**config.mk**
```make
export PLATFORM = sky130hd
export DESIGN_NAME = tcds_stamper
export DESIGN_NICKNAME = d
export VERILOG_FILES = /design/src/design/tcds_crc32.v /design/src/design/tcds_stamp.v /design/src/design/tcds_stamper.v
export VERILOG_INCLUDE_DIRS = /design/src /design/src/design
export SDC_FILE = /design/constraint.sdc
export NUM_CORES = 2
export LEC_CHECK = 0
export BUFFER_PORTS_ARGS = -buffer_cell sky130_fd_sc_hd__buf_2
export CORE_MARGIN = 2
export CORE_UTILIZATION = 40
export DETAILED_ROUTE_END_ITERATION = 8
export GPL_TIMING_DRIVEN = 0
export PLACE_DENSITY = 0.67
export RECOVER_POWER = 50
export SYNTH_ARGS = -nofsm -noshare
export SYNTH_HDL_FRONTEND = slang
export SYNTH_SLANG_ARGS = --single-unit
```
**constraint.sdc**
```tcl
create_clock -name MCLK -period 18.32 [get_ports MCLK]
set_input_delay 3.664 -clock MCLK [delete_from_list [all_inputs] [get_ports MCLK]]
set_output_delay 3.664 -clock MCLK [all_outputs]
set_load 0.01 [all_outputs]
```
**src/design/tcds_defs.vh**
```
// Constants for the two-step TC and OAM delay stamper
`ifndef TCDS_DEFS_VH
`define TCDS_DEFS_VH

// ****************************************
// Frame type codes
// ****************************************
`define TCDS_ETH_VLAN      16'h8100
`define TCDS_ETH_QINQ      16'h88a8
`define TCDS_ETH_PTP       16'h88f7
`define TCDS_ETH_OAM       16'h8902
`define TCDS_ETH_MPLS      16'h8847
`define TCDS_ACH_OAM       16'h8902
`define TCDS_ACH_NIBBLE    4'h1
`define TCDS_PTP_SYNC      4'h0
`define TCDS_PTP_DREQ      4'h1
`define TCDS_OP_1DM        8'h2d
`define TCDS_OP_DMM        8'h2f
`define TCDS_OP_REPLY_DEF  8'h2e

// ****************************************
// Byte positions (frame and PDU relative)
// ****************************************
`define TCDS_ETYPE_POS     11'd12
`define TCDS_VLAN_BYTES    11'd4
`define TCDS_MPLS_BYTES    11'd4
`define TCDS_MAX_VLAN      2'd2
`define TCDS_MAX_LABEL     2'd3
`define TCDS_PTP_TYPE_REL  11'd0
`define TCDS_PTP_DOM_REL   11'd4
`define TCDS_PTP_CF_REL    11'd8
`define TCDS_PTP_CF_END    11'd15
`define TCDS_PTP_RSV_REL   11'd16
`define TCDS_PTP_RSV_END   11'd19
`define TCDS_PTP_PORT_REL  11'd28
`define TCDS_PTP_SEQ_END   11'd31
`define TCDS_OAM_MEL_REL   11'd0
`define TCDS_OAM_OP_REL    11'd1
`define TCDS_OAM_TXF_REL   11'd4
`define TCDS_OAM_RXF_REL   11'd12
`define TCDS_OAM_TXB_REL   11'd20
`define TCDS_OAM_RXB_REL   11'd28

// ****************************************
// Field sizes and arithmetic
// ****************************************
`define TCDS_RSV_BYTES     4'd4
`define TCDS_STAMP_BYTES   4'd8
`define TCDS_CF_BYTES      4'd8
`define TCDS_FCS_BYTES     11'd4
`define TCDS_ID_BITS       80
`define TCDS_NS_PER_SEC    32'h3b9aca00
`define TCDS_CRC_INIT      32'hffffffff
`define TCDS_CRC_POLY      32'hedb88320
`define TCDS_LEAD_DEF      8
`define TCDS_FIFO_DEPTH    8
`define TCDS_FIFO_AW       3

`endif

```
**src/design/tcds_crc32.v**
```verilog
// Ethernet CRC-32 next state for one byte
`timescale 1ns/10ps
`include "tcds_defs.vh"
module tcds_crc32 (
  input  wire [31:0] crc_in,
  input  wire [7:0]  data,
  output reg  [31:0] crc_out
);
  integer i;
  always @* begin
    crc_out = crc_in;
    for (i = 0; i < 8; i = i + 1) begin
      if (crc_out[0] ^ data[i])
        crc_out = {1'b0, crc_out[31:1]} ^ `TCDS_CRC_POLY;
      else
        crc_out = {1'b0, crc_out[31:1]};
    end
  end
endmodule // tcds_crc32

```
**src/design/tcds_stamp.v**
```verilog
// Stamp unit: captures local time at start of frame, builds adjusted time
`timescale 1ns/10ps
`include "tcds_defs.vh"
module tcds_stamp (
  input  wire        clk,
  input  wire        rst,
  input  wire        sof,
  input  wire [31:0] time_sec,
  input  wire [31:0] time_ns,
  input  wire [29:0] offset,
  input  wire [29:0] asym,
  input  wire        subtract,
  input  wire        minus_asym,
  input  wire        save_req,
  output wire [31:0] stamp_sec,
  output wire [31:0] stamp_ns,
  output reg         save_flag
);
  reg  [31:0] cap_sec_reg;
  reg  [31:0] cap_ns_reg;
  wire [33:0] off34 = {4'h0, offset};
  wire [33:0] asy34 = {4'h0, asym};
  wire [33:0] off_sel = subtract ? (~off34 + 34'd1) : off34;
  wire [33:0] sum = {2'b00, cap_ns_reg} + off_sel - (minus_asym ? asy34 : 34'd0);
  wire        under = sum[33];
  wire        over = !under && (sum[31:0] >= `TCDS_NS_PER_SEC);

  // Time caught at the start-of-frame instant
  always @(posedge clk) begin
    if (rst) begin
      cap_sec_reg <= 32'h0;
      cap_ns_reg  <= 32'h0;
      save_flag   <= 1'b0;
    end else begin
      if (sof) begin // [RULE19]
        cap_sec_reg <= time_sec;
        cap_ns_reg  <= time_ns;
      end
      save_flag <= save_req; // [RULE7]
    end
  end

  // Wrap nanoseconds into the seconds field
  assign stamp_ns  = under ? (sum[31:0] + `TCDS_NS_PER_SEC) :
                     over  ? (sum[31:0] - `TCDS_NS_PER_SEC) : sum[31:0]; // [RULE13]
  assign stamp_sec = under ? (cap_sec_reg - 32'd1) :
                     over  ? (cap_sec_reg + 32'd1) : cap_sec_reg;
endmodule // tcds_stamp

```
**src/design/tcds_stamper.v**
```verilog
// Two-step TC and OAM delay stamper: analyzer, rewriter, Tx stamp FIFO
//
// What this block does
// (RULE1) Ingress in-domain Sync/Delay_req get Write to reserved
// (RULE2) Ingress Write stores nanoseconds, then new FCS
// (RULE3) Ingress Sync: reserved minus offset, CF plus asymmetry
// (RULE4) Egress Sync/Delay_req: Write-Save, zero-size correction write
// (RULE5) Egress event frame: ten-byte identifier with sequence id
// (RULE6) Egress clears reserved bytes holding Rx stamp
// (RULE7) Write-Save presents time and raises save flag
// (RULE8) FIFO stores stamp word with frame identifier
// (RULE9) Egress FIFO value: plus offset, Delay_req minus asymmetry
// (RULE10) Ingress 1DM to MEP: write RxTimeStampf
// (RULE11) Egress 1DM/DMM from MEP: write TxTimeStampf
// (RULE12) OAM write inserts stamp and recomputes FCS
// (RULE13) Ingress stamps subtract offset, egress stamps add
// (RULE14) Ingress DMM to MEP: write RxTimeStampf
// (RULE15) Ingress reply to MEP: write RxTimeStampb
// (RULE16) Egress reply from MEP: write TxTimeStampb
// (RULE17) Software sends empty stamps and swapped replies
// (RULE18) Recognise MPLS-TP PDUs behind tags and labels
// (RULE19) Capture local time at start of frame
// (RULE20) Unmatched frames pass unchanged, no rate change
// (RULE21) Reply opcode configurable, one reply type
`timescale 1ns/10ps
`include "tcds_defs.vh"
module tcds_stamper #(
  parameter LEAD   = `TCDS_LEAD_DEF,
  parameter FDEPTH = `TCDS_FIFO_DEPTH,
  parameter FAW    = `TCDS_FIFO_AW
) (
  input  wire        MCLK,
  input  wire        RESET,
  input  wire        EGRESS,
  input  wire [7:0]  PTP_DOMAIN,
  input  wire [2:0]  MEP_LEVEL,
  input  wire [7:0]  REPLY_OPCODE,
  input  wire [29:0] LOCAL_OFFSET,
  input  wire [29:0] ASYMMETRY,
  input  wire [31:0] TIME_SEC,
  input  wire [31:0] TIME_NS,
  input  wire [7:0]  IN_DATA,
  input  wire        IN_VALID,
  input  wire        IN_SOF,
  input  wire        IN_EOF,
  output reg  [7:0]  OUT_DATA,
  output reg         OUT_VALID,
  output reg         OUT_SOF,
  output reg         OUT_EOF,
  input  wire        FIFO_POP,
  output reg         FIFO_AVAIL,
  output reg         FIFO_FULL,
  output reg  [63:0] FIFO_STAMP,
  output reg  [79:0] FIFO_ID
);
  // ****************************************
  // Parser states
  // ****************************************
  localparam S_ETH  = 3'd0;
  localparam S_MPLS = 3'd1;
  localparam S_ACH  = 3'd2;
  localparam S_PDU  = 3'd3;
  localparam S_DONE = 3'd4;

  reg  [2:0]  st_reg;
  reg  [10:0] pos_reg;
  reg  [10:0] mark_reg;
  reg  [10:0] base_reg;
  reg  [1:0]  vlan_reg;
  reg  [1:0]  lbl_reg;
  reg         sbit_reg;
  reg  [7:0]  prev_reg;
  reg         oam_reg;
  reg  [3:0]  mtype_reg;
  reg  [2:0]  mel_reg;
  reg  [10:0] w1_off_reg;
  reg  [3:0]  w1_len_reg;
  reg         w1_full_reg;
  reg  [10:0] w2_off_reg;
  reg  [3:0]  w2_len_reg;
  reg         w2_cf_reg;
  reg         save_reg;
  reg         masym_reg;
  reg         mod_reg;
  reg  [63:0] cf_reg;
  reg  [79:0] id_reg;
  reg  [10:0] len_reg;

  wire [10:0] p = IN_SOF ? 11'd0 : pos_reg;
  wire [10:0] rel = p - base_reg;
  wire [15:0] etype = {prev_reg, IN_DATA};
  wire        is_1dm = (IN_DATA == `TCDS_OP_1DM);
  wire        is_dmm = (IN_DATA == `TCDS_OP_DMM);
  wire        is_rep = (IN_DATA == REPLY_OPCODE); // [RULE21]
  wire        ptp_evt = (mtype_reg == `TCDS_PTP_SYNC) || (mtype_reg == `TCDS_PTP_DREQ);
  wire        id_pos = (rel == `TCDS_PTP_TYPE_REL) || (rel == `TCDS_PTP_DOM_REL) ||
                       (rel >= `TCDS_PTP_RSV_REL && rel <= `TCDS_PTP_RSV_END) ||
                       (rel >= `TCDS_PTP_PORT_REL && rel <= `TCDS_PTP_SEQ_END);
  wire [31:0] stamp_sec;
  wire [31:0] stamp_ns;
  wire        save_flag;

  // ****************************************
  // Stamp unit
  // ****************************************
  tcds_stamp u_stamp (
    .clk        (MCLK),
    .rst        (RESET),
    .sof        (IN_VALID && IN_SOF),
    .time_sec   (TIME_SEC),
    .time_ns    (TIME_NS),
    .offset     (LOCAL_OFFSET),
    .asym       (ASYMMETRY),
    .subtract   (!EGRESS),
    .minus_asym (masym_reg),
    .save_req   (IN_VALID && IN_EOF && save_reg),
    .stamp_sec  (stamp_sec),
    .stamp_ns   (stamp_ns),
    .save_flag  (save_flag)
  );

  // ****************************************
  // Analyzer
  // ****************************************
  always @(posedge MCLK) begin
    if (RESET) begin
      st_reg <= S_DONE;
      pos_reg <= 11'd0;
      mark_reg <= `TCDS_ETYPE_POS;
      base_reg <= 11'd0;
      vlan_reg <= 2'd0;
      lbl_reg <= 2'd0;
      sbit_reg <= 1'b0;
      prev_reg <= 8'h00;
      oam_reg <= 1'b0;
      mtype_reg <= 4'h0;
      mel_reg <= 3'd0;
      w1_off_reg <= 11'd0;
      w1_len_reg <= 4'd0;
      w1_full_reg <= 1'b0;
      w2_off_reg <= 11'd0;
      w2_len_reg <= 4'd0;
      w2_cf_reg <= 1'b0;
      save_reg <= 1'b0;
      masym_reg <= 1'b0;
      mod_reg <= 1'b0;
      cf_reg <= 64'h0;
      id_reg <= 80'h0;
      len_reg <= 11'h7ff;
    end else if (IN_VALID) begin
      pos_reg <= p + 11'd1;
      prev_reg <= IN_DATA;
      if (IN_SOF) begin
        st_reg <= S_ETH;
        mark_reg <= `TCDS_ETYPE_POS;
        vlan_reg <= 2'd0;
        w1_len_reg <= 4'd0;
        w2_len_reg <= 4'd0;
        save_reg <= 1'b0;
        masym_reg <= 1'b0;
        mod_reg <= 1'b0; // [RULE20]
        id_reg <= 80'h0;
        len_reg <= 11'h7ff;
      end
      if (IN_EOF)
        len_reg <= p + 11'd1;
      case (st_reg)
        S_ETH: begin
          if (!IN_SOF && p == mark_reg + 11'd1) begin
            if ((etype == `TCDS_ETH_VLAN || etype == `TCDS_ETH_QINQ) &&
                vlan_reg != `TCDS_MAX_VLAN) begin
              vlan_reg <= vlan_reg + 2'd1;
              mark_reg <= mark_reg + `TCDS_VLAN_BYTES;
            end else if (etype == `TCDS_ETH_PTP || etype == `TCDS_ETH_OAM) begin
              oam_reg <= (etype == `TCDS_ETH_OAM);
              base_reg <= p + 11'd1;
              st_reg <= S_PDU;
            end else if (etype == `TCDS_ETH_MPLS) begin // [RULE18]
              lbl_reg <= 2'd0;
              mark_reg <= p + 11'd1;
              st_reg <= S_MPLS;
            end else begin
              st_reg <= S_DONE; // [RULE20]
            end
          end
        end
        S_MPLS: begin
          if (p == mark_reg + 11'd2)
            sbit_reg <= IN_DATA[0];
          if (p == mark_reg + 11'd3) begin
            mark_reg <= p + 11'd1;
            if (sbit_reg)
              st_reg <= S_ACH;
            else if (lbl_reg == `TCDS_MAX_LABEL)
              st_reg <= S_DONE;
            else
              lbl_reg <= lbl_reg + 2'd1;
          end
        end
        S_ACH: begin
          if (p == mark_reg && IN_DATA[7:4] != `TCDS_ACH_NIBBLE)
            st_reg <= S_DONE;
          if (p == mark_reg + 11'd3) begin
            if (etype == `TCDS_ACH_OAM) begin // [RULE18]
              oam_reg <= 1'b1;
              base_reg <= p + 11'd1;
              st_reg <= S_PDU;
            end else begin
              st_reg <= S_DONE;
            end
          end
        end
        S_PDU: begin
          if (!oam_reg) begin
            if (rel == `TCDS_PTP_TYPE_REL)
              mtype_reg <= IN_DATA[3:0];
            if (rel == `TCDS_PTP_DOM_REL) begin
              if (IN_DATA == PTP_DOMAIN && ptp_evt) begin
                mod_reg <= 1'b1;
                if (!EGRESS) begin
                  w1_off_reg <= base_reg + `TCDS_PTP_RSV_REL; // [RULE1]
                  w1_len_reg <= `TCDS_RSV_BYTES;
                  w1_full_reg <= 1'b0; // [RULE2]
                  if (mtype_reg == `TCDS_PTP_SYNC) begin
                    w2_off_reg <= base_reg + `TCDS_PTP_CF_REL; // [RULE3]
                    w2_len_reg <= `TCDS_CF_BYTES;
                    w2_cf_reg <= 1'b1;
                  end
                end else begin
                  w1_off_reg <= 11'd0; // [RULE4]
                  w1_len_reg <= 4'd0; // [RULE4]
                  save_reg <= 1'b1;
                  masym_reg <= (mtype_reg == `TCDS_PTP_DREQ); // [RULE9]
                  w2_off_reg <= base_reg + `TCDS_PTP_RSV_REL; // [RULE6]
                  w2_len_reg <= `TCDS_RSV_BYTES;
                  w2_cf_reg <= 1'b0;
                end
              end else begin
                st_reg <= S_DONE;
              end
            end
            if (rel >= `TCDS_PTP_CF_REL && rel <= `TCDS_PTP_CF_END)
              cf_reg <= {cf_reg[55:0], IN_DATA};
            if (id_pos)
              id_reg <= {id_reg[71:0], IN_DATA}; // [RULE5]
            if (rel == `TCDS_PTP_SEQ_END)
              st_reg <= S_DONE;
          end else begin
            if (rel == `TCDS_OAM_MEL_REL)
              mel_reg <= IN_DATA[7:5];
            if (rel == `TCDS_OAM_OP_REL) begin
              st_reg <= S_DONE;
              if (mel_reg == MEP_LEVEL && (is_1dm || is_dmm || is_rep)) begin
                mod_reg <= 1'b1; // [RULE12]
                w1_len_reg <= `TCDS_STAMP_BYTES;
                w1_full_reg <= 1'b1;
                if (!EGRESS && is_rep)
                  w1_off_reg <= base_reg + `TCDS_OAM_RXB_REL; // [RULE15]
                else if (!EGRESS)
                  w1_off_reg <= base_reg + `TCDS_OAM_RXF_REL; // [RULE10] [RULE14]
                else if (is_rep)
                  w1_off_reg <= base_reg + `TCDS_OAM_TXB_REL; // [RULE16]
                else
                  w1_off_reg <= base_reg + `TCDS_OAM_TXF_REL; // [RULE11]
              end
            end
          end
        end
        default: begin
        end
      endcase
    end
  end

  // ****************************************
  // Delay line ahead of the rewriter
  // ****************************************
  reg [7:0] dly_data_reg [0:LEAD-1];
  reg       dly_v_reg    [0:LEAD-1];
  reg       dly_sof_reg  [0:LEAD-1];
  reg       dly_eof_reg  [0:LEAD-1];
  integer   k;
  always @(posedge MCLK) begin
    for (k = 0; k < LEAD; k = k + 1) begin
      if (RESET) begin
        dly_data_reg[k] <= 8'h00;
        dly_v_reg[k] <= 1'b0;
        dly_sof_reg[k] <= 1'b0;
        dly_eof_reg[k] <= 1'b0;
      end else if (k == 0) begin
        dly_data_reg[k] <= IN_DATA;
        dly_v_reg[k] <= IN_VALID;
        dly_sof_reg[k] <= IN_VALID && IN_SOF;
        dly_eof_reg[k] <= IN_VALID && IN_EOF;
      end else begin
        dly_data_reg[k] <= dly_data_reg[k-1];
        dly_v_reg[k] <= dly_v_reg[k-1];
        dly_sof_reg[k] <= dly_sof_reg[k-1];
        dly_eof_reg[k] <= dly_eof_reg[k-1];
      end
    end
  end

  // ****************************************
  // Rewriter and FCS regeneration
  // ****************************************
  reg  [10:0] opos_reg;
  reg  [31:0] crc_reg;
  wire        d_v = dly_v_reg[LEAD-1];
  wire        d_sof = dly_sof_reg[LEAD-1];
  wire [10:0] po = d_sof ? 11'd0 : opos_reg;
  wire [10:0] o1 = po - w1_off_reg;
  wire [10:0] o2 = po - w2_off_reg;
  wire        h1 = (po >= w1_off_reg) && (o1 < {7'd0, w1_len_reg});
  wire        h2 = (po >= w2_off_reg) && (o2 < {7'd0, w2_len_reg});
  wire [63:0] v1 = w1_full_reg ? {stamp_sec, stamp_ns} : {stamp_ns, 32'h0};
  wire [63:0] v2 = w2_cf_reg ? (cf_reg + {18'h0, ASYMMETRY, 16'h0}) : 64'h0;
  wire [63:0] sh1 = v1 << {o1[2:0], 3'b000};
  wire [63:0] sh2 = v2 << {o2[2:0], 3'b000};
  wire [10:0] fcs_pos = len_reg - `TCDS_FCS_BYTES;
  wire [10:0] fb = po - fcs_pos;
  wire        in_fcs = mod_reg && (len_reg != 11'h7ff) && (po >= fcs_pos);
  wire [31:0] crc_inv = ~crc_reg >> {fb[1:0], 3'b000};
  wire [31:0] crc_base = d_sof ? `TCDS_CRC_INIT : crc_reg;
  wire [31:0] crc_nxt;
  reg  [7:0]  new_byte;

  always @* begin
    if (in_fcs)
      new_byte = crc_inv[7:0]; // [RULE2] [RULE12]
    else if (h1)
      new_byte = sh1[63:56]; // [RULE2] [RULE12]
    else if (h2)
      new_byte = sh2[63:56]; // [RULE3] [RULE6]
    else
      new_byte = dly_data_reg[LEAD-1]; // [RULE20]
  end

  tcds_crc32 u_crc (
    .crc_in  (crc_base),
    .data    (new_byte),
    .crc_out (crc_nxt)
  );

  always @(posedge MCLK) begin
    if (RESET) begin
      opos_reg <= 11'd0;
      crc_reg <= `TCDS_CRC_INIT;
      OUT_DATA <= 8'h00;
      OUT_VALID <= 1'b0;
      OUT_SOF <= 1'b0;
      OUT_EOF <= 1'b0;
    end else begin
      if (d_v) begin
        opos_reg <= po + 11'd1;
        if (!in_fcs)
          crc_reg <= crc_nxt;
      end
      OUT_DATA <= d_v ? new_byte : 8'h00;
      OUT_VALID <= d_v;
      OUT_SOF <= d_sof;
      OUT_EOF <= dly_eof_reg[LEAD-1];
    end
  end

  // ****************************************
  // Tx stamp FIFO
  // ****************************************
  reg  [143:0] fifo_mem [0:FDEPTH-1];
  reg  [FAW:0] wp_reg;
  reg  [FAW:0] rp_reg;
  wire         pop = FIFO_POP && FIFO_AVAIL;
  wire [FAW:0] rp_next = pop ? rp_reg + 1'b1 : rp_reg;
  wire [FAW:0] used = wp_reg - rp_reg;
  wire         can_wr = (used != FDEPTH[FAW:0]);
  wire         wr = save_flag && can_wr;
  wire [FAW:0] wp_next = wr ? wp_reg + 1'b1 : wp_reg;
  wire [FAW:0] used_next = wp_next - rp_next;

  always @(posedge MCLK) begin
    if (wr)
      fifo_mem[wp_reg[FAW-1:0]] <= {stamp_sec, stamp_ns, id_reg}; // [RULE7] [RULE8] [RULE9]
  end

  always @(posedge MCLK) begin
    if (RESET) begin
      wp_reg <= {(FAW+1){1'b0}};
      rp_reg <= {(FAW+1){1'b0}};
      FIFO_AVAIL <= 1'b0;
      FIFO_FULL <= 1'b0;
      FIFO_STAMP <= 64'h0;
      FIFO_ID <= 80'h0;
    end else begin
      wp_reg <= wp_next;
      rp_reg <= rp_next;
      FIFO_AVAIL <= (wp_reg != rp_next);
      FIFO_FULL <= (used_next == FDEPTH[FAW:0]);
      {FIFO_STAMP, FIFO_ID} <= fifo_mem[rp_next[FAW-1:0]];
    end
  end
endmodule // tcds_stamper

```
==> run_results.csv <==
group,metric,value,unit
cells_and_area,area.growth.synth_to_final,14.6,%
worst_setup_path,required_time_of_the_worst_setup_path,18.96,ns
worst_setup_path,crit_arrival,14.31,ns
route,firstDrtPassIters,6,
route,route.final.wire_length,289000,µm
cells_and_area,share_of_the_core_filled_with_cells,46.1,%
clock_tree,post_cts.resized_instances,0,
grt,grt_first_pass_wirelength,415000,µm
cells_and_area,seqCellArea,0.0468,mm²
run_status,violations,"capacitance limit, slew limit",
synthesis,synth_compound_gate_area_share,11.6,%
clock_tree,cts_setup_buffers,0,
worst_setup_path,cp-end-kind,"register",
timing,finalHoldViolations,0,
timing,max_slew.worst_pin.slew,2.35,ns
cells_and_area,layout.filler_cells,18400,
place,hpwl,214000,µm
synthesis,synthArstFlopShare,0,%
floorplan,die_x,452,µm
synthesis,synth_nets,7920,
synthesis,syn_area_per_cell,10.6,µm²
floorplan,placeableCoreArea,0.200,mm²
power,irDropWorstVdd,0.0887,mV
timing,post-route-min-period,13.67,ns
worst_setup_path,critical-path-top-cell-by-count,"sky130_fd_sc_hd__a21oi_1",
synthesis,synth-main-ff-cell,"sky130_fd_sc_hd__edfxtp_1",
route,detail-route-antenna-nets,0,
synthesis,ys_seq_elements,1760,
worst_setup_path,crit_fanout,10,
cells_and_area,largest_register_ffs,1152,
synthesis,synth_enable_flop_cells,1152,
synthesis,synth_top_cells_by_area,"sky130_fd_sc_hd__edfxtp_1, sky130_fd_sc_hd__dfxtp_1, sky130_fd_sc_hd__nand2_1, sky130_fd_sc_hd__nor2_1, sky130_fd_sc_hd__nand3_1",
timing,slew_headroom,-57.6,%
clock_tree,clock_sink_count,1760,
min_path,hp_class,"reg2reg",
clock_tree,clk_latency,0.86,ns
timing,setup_viol,0,
worst_setup_path,worst_setup_path_startpoint,"LOCAL_OFFSET[8]",
place,placedInstanceArea,0.0868,mm²
place,numPortBuffers,311,
worst_setup_path,critical-path-max-stage-delay,1.13,ns
clock_tree,cts-root-buf,"sky130_fd_sc_hd__clkbuf_16",
grt,grt_start_max_net_pins,29,
timing,timing.final.crit_share,74.6,%
synthesis,ys_types,125,
synthesis,top_area_cell_type_share_of_the_netlist_area,43.1,%
floorplan,num_rows,164,
synthesis,synth-seq-area-share,58.3,%
clock_tree,tritoncts.num_buffers,180,
worst_setup_path,worst_setup_path_endpoint,"crc_reg[23]",
route,detail_route.vias_per_cell,5.81,
worst_setup_path,rr_endpoint,"crc_reg[23]",
floorplan,start_util,40.2,%
run,timing.max_cap.violations,23,
synthesis,cell_type_with_the_highest_aggregate_area_in_the_netlist,"sky130_fd_sc_hd__edfxtp_1",
worst_setup_path,path_class,"in2reg",
worst_setup_path,critical-path-slowest-cell,"sky130_fd_sc_hd__xor2_1",
synthesis,post_synth_instance_area,0.0803,mm²
route,dr_total_vias,64000,
grt,initial_antenna_violation_count,34,
worst_setup_path,timing.critical_path.from_type,"input port",
clock_tree,htree_levels,4,
place,pre_cts_setup_slack,3.96,ns
clock_tree,tritoncts,"built",
timing,achievable-frequency,73.2,MHz
synthesis,yosys.area_share.xor_xnor,3.63,%
synthesis,synth_top_cells_by_count,"sky130_fd_sc_hd__nand2_1, sky130_fd_sc_hd__edfxtp_1, sky130_fd_sc_hd__nor2_1, sky130_fd_sc_hd__dfxtp_1, sky130_fd_sc_hd__clkbuf_1",
cells_and_area,ratio_of_cells_with_drive_above_1_in_the_final_layout,9.36,%
grt,first_global_vias,61600,
synthesis,synth.most_common_cell,"sky130_fd_sc_hd__nand2_1",
route,route.detailed.drc,0,
cells_and_area,multi_input_comb_area,0.0310,mm²
clock_tree,cts_max_path_buffers,3,
floorplan,die-area,0.204,mm²
clock_tree,hold_buffers,0,
timing,finalWorstSetupSlack,4.65,ns
power,p_per_area,105,mW/mm²
clock_tree,cts.reportedPaths.clkPinSlew,0.06,ns
place,finalWeightedCongestion,1.02,
power,power.leakage,33.6,nW
synthesis,yosys.area_share.adder,3.12,%
grt,total_congestion_overflow,0,
synthesis,synth_top_family_by_area,"simple AND/OR/NAND/NOR gates",
timing,grt_setup_unrepaired,"false",
worst_setup_path,ff2ff_path_depth,24,
timing,timing.final.max_slew_violations,409,
cells_and_area,stdcell_area,0.0920,mm²
synthesis,yosys-mux-area-fraction,1.98,%
synthesis,synth_cells,7583,
cells_and_area,final_net_count,8532,
synthesis,synth_simple_gate_area_share,18.2,%
run_status,run_status,"finished with violations",
timing,fin_skew,0.0881,ns
route,drt-initial-drc-count,7492,
synthesis,synth.yosys.warnings,0,
floorplan,die_y,452,µm
grt,global_route.usage.total,27.6,%
worst_setup_path,r2r-start,"masym_reg",
floorplan,design.portCount,315,
worst_setup_path,regToRegSetupSlack,8.68,ns
route,routed_wire_length_per_instance,26.2,µm
placed cells by master (no fill, tap or decap), types with 53 or more instances in the layout:
cell,netlist,layout
sky130_fd_sc_hd__ha_1,144,144
sky130_fd_sc_hd__nand2_1,1471,1471
sky130_fd_sc_hd__o211ai_1,53,53
sky130_fd_sc_hd__a311oi_1,155,155
sky130_fd_sc_hd__nor2_1,641,641
sky130_fd_sc_hd__xnor2_1,178,171
sky130_fd_sc_hd__o21ai_0,140,140
sky130_fd_sc_hd__dfxtp_1,608,608
sky130_fd_sc_hd__and3_1,187,187
sky130_fd_sc_hd__xor2_1,109,107
sky130_fd_sc_hd__mux2i_1,129,129
sky130_fd_sc_hd__nand4_1,58,58
sky130_fd_sc_hd__clkbuf_1,406,531
sky130_fd_sc_hd__inv_1,174,174
sky130_fd_sc_hd__nor3_1,113,111
sky130_fd_sc_hd__a31oi_1,166,166
sky130_fd_sc_hd__buf_2,27,338
sky130_fd_sc_hd__a21oi_1,207,206
sky130_fd_sc_hd__a22o_1,92,92
sky130_fd_sc_hd__nor2b_1,130,130
sky130_fd_sc_hd__edfxtp_1,1152,1152
sky130_fd_sc_hd__nand3_1,381,381
sky130_fd_sc_hd__a22oi_1,71,71
sky130_fd_sc_hd__clkbuf_16,0,180
layout make-up:
cell class,instances,share of cell area [%]
Clock inverter,100,1.19
Sequential cell,1760,50.8
Multi-Input combinational cell,5162,33.8
Tap cell,2656,3.61
Timing Repair Buffer,430,2.45
Antenna cell,18,0.0490
Buffer,485,2.09
Inverter,176,0.718
Clock buffer,235,5.29
cell families (layout without fill, tap and decap cells):
kind of cell    Yosys count  in the layout
compound gates         1289           1289
xor+xnor                307            307
fa+ha+maj               179            179
buf+inv                 661           1426
flops                  1760           1760
mux                     147            147
other cells               0             18
simple gates           3240           3240
metal layers:
layer / wire length (µm) / vias to the layer above / share of wire [%] / GRT usage [%]
li1: - / 28700 / - / -
met1: 112000 / 31300 / 39 / 35.3
met2: 131000 / 3302 / 45 / 43.2
met3: 24100 / 734 / 8.3 / 4.18
met4: 21900 / 6 / 7.6 / 18.8
met5: 41 / - / 0.014 / 0
worst min path at each step:
stage / slack, ns / endpoint / from / depth (start not counted)
2_1_floorplan: 0.41 / OUT_EOF / dly_eof_reg[7] / 1
3_3_place_gp: 0.42 / dly_data_reg[1][13] / dly_data_reg[1][5] / 1
3_5_place_dp: 0.42 / dly_data_reg[0][26] / dly_data_reg[0][18] / 1
4_1_cts: 0.42 / dly_data_reg[1][21] / dly_data_reg[1][13] / 1
5_1_grt: 0.45 / dly_data_reg[1][21] / dly_data_reg[1][13] / 1
6_report: 0.42 / dly_data_reg[1][21] / dly_data_reg[1][13] / 1
stage by stage:
step           TNS (ns)  total power [mW]  std cells  hold WS (ns)
2_1_floorplan         0              5.34       7583         0.414
3_3_place_gp   -2275.75              5.97      10600         0.418
3_5_place_dp          0              5.99      10700         0.422
4_1_cts               0              9.62      11000         0.420
5_1_grt               0              9.90      11000         0.447
6_report              0              9.66      11000         0.421
power by group:
part	switching, mW	internal, mW
Clock	1.62	2.05
Combinational	1.17	0.371
Sequential	0.0173	4.43
Total	2.81	6.85
worst max-delay path: cells and delay by family:
family | cells | cell delay [ns]
AO/OA/AOI/OAI | 11 | 3.31
buffers and inverters | 4 | 1.21
XOR/XNOR | 7 | 3.07
adder cells (fa/ha/maj) | 2 | 0.80
AND/OR/NAND/NOR | 7 | 2.19
(Power assumes the default switching activity.)
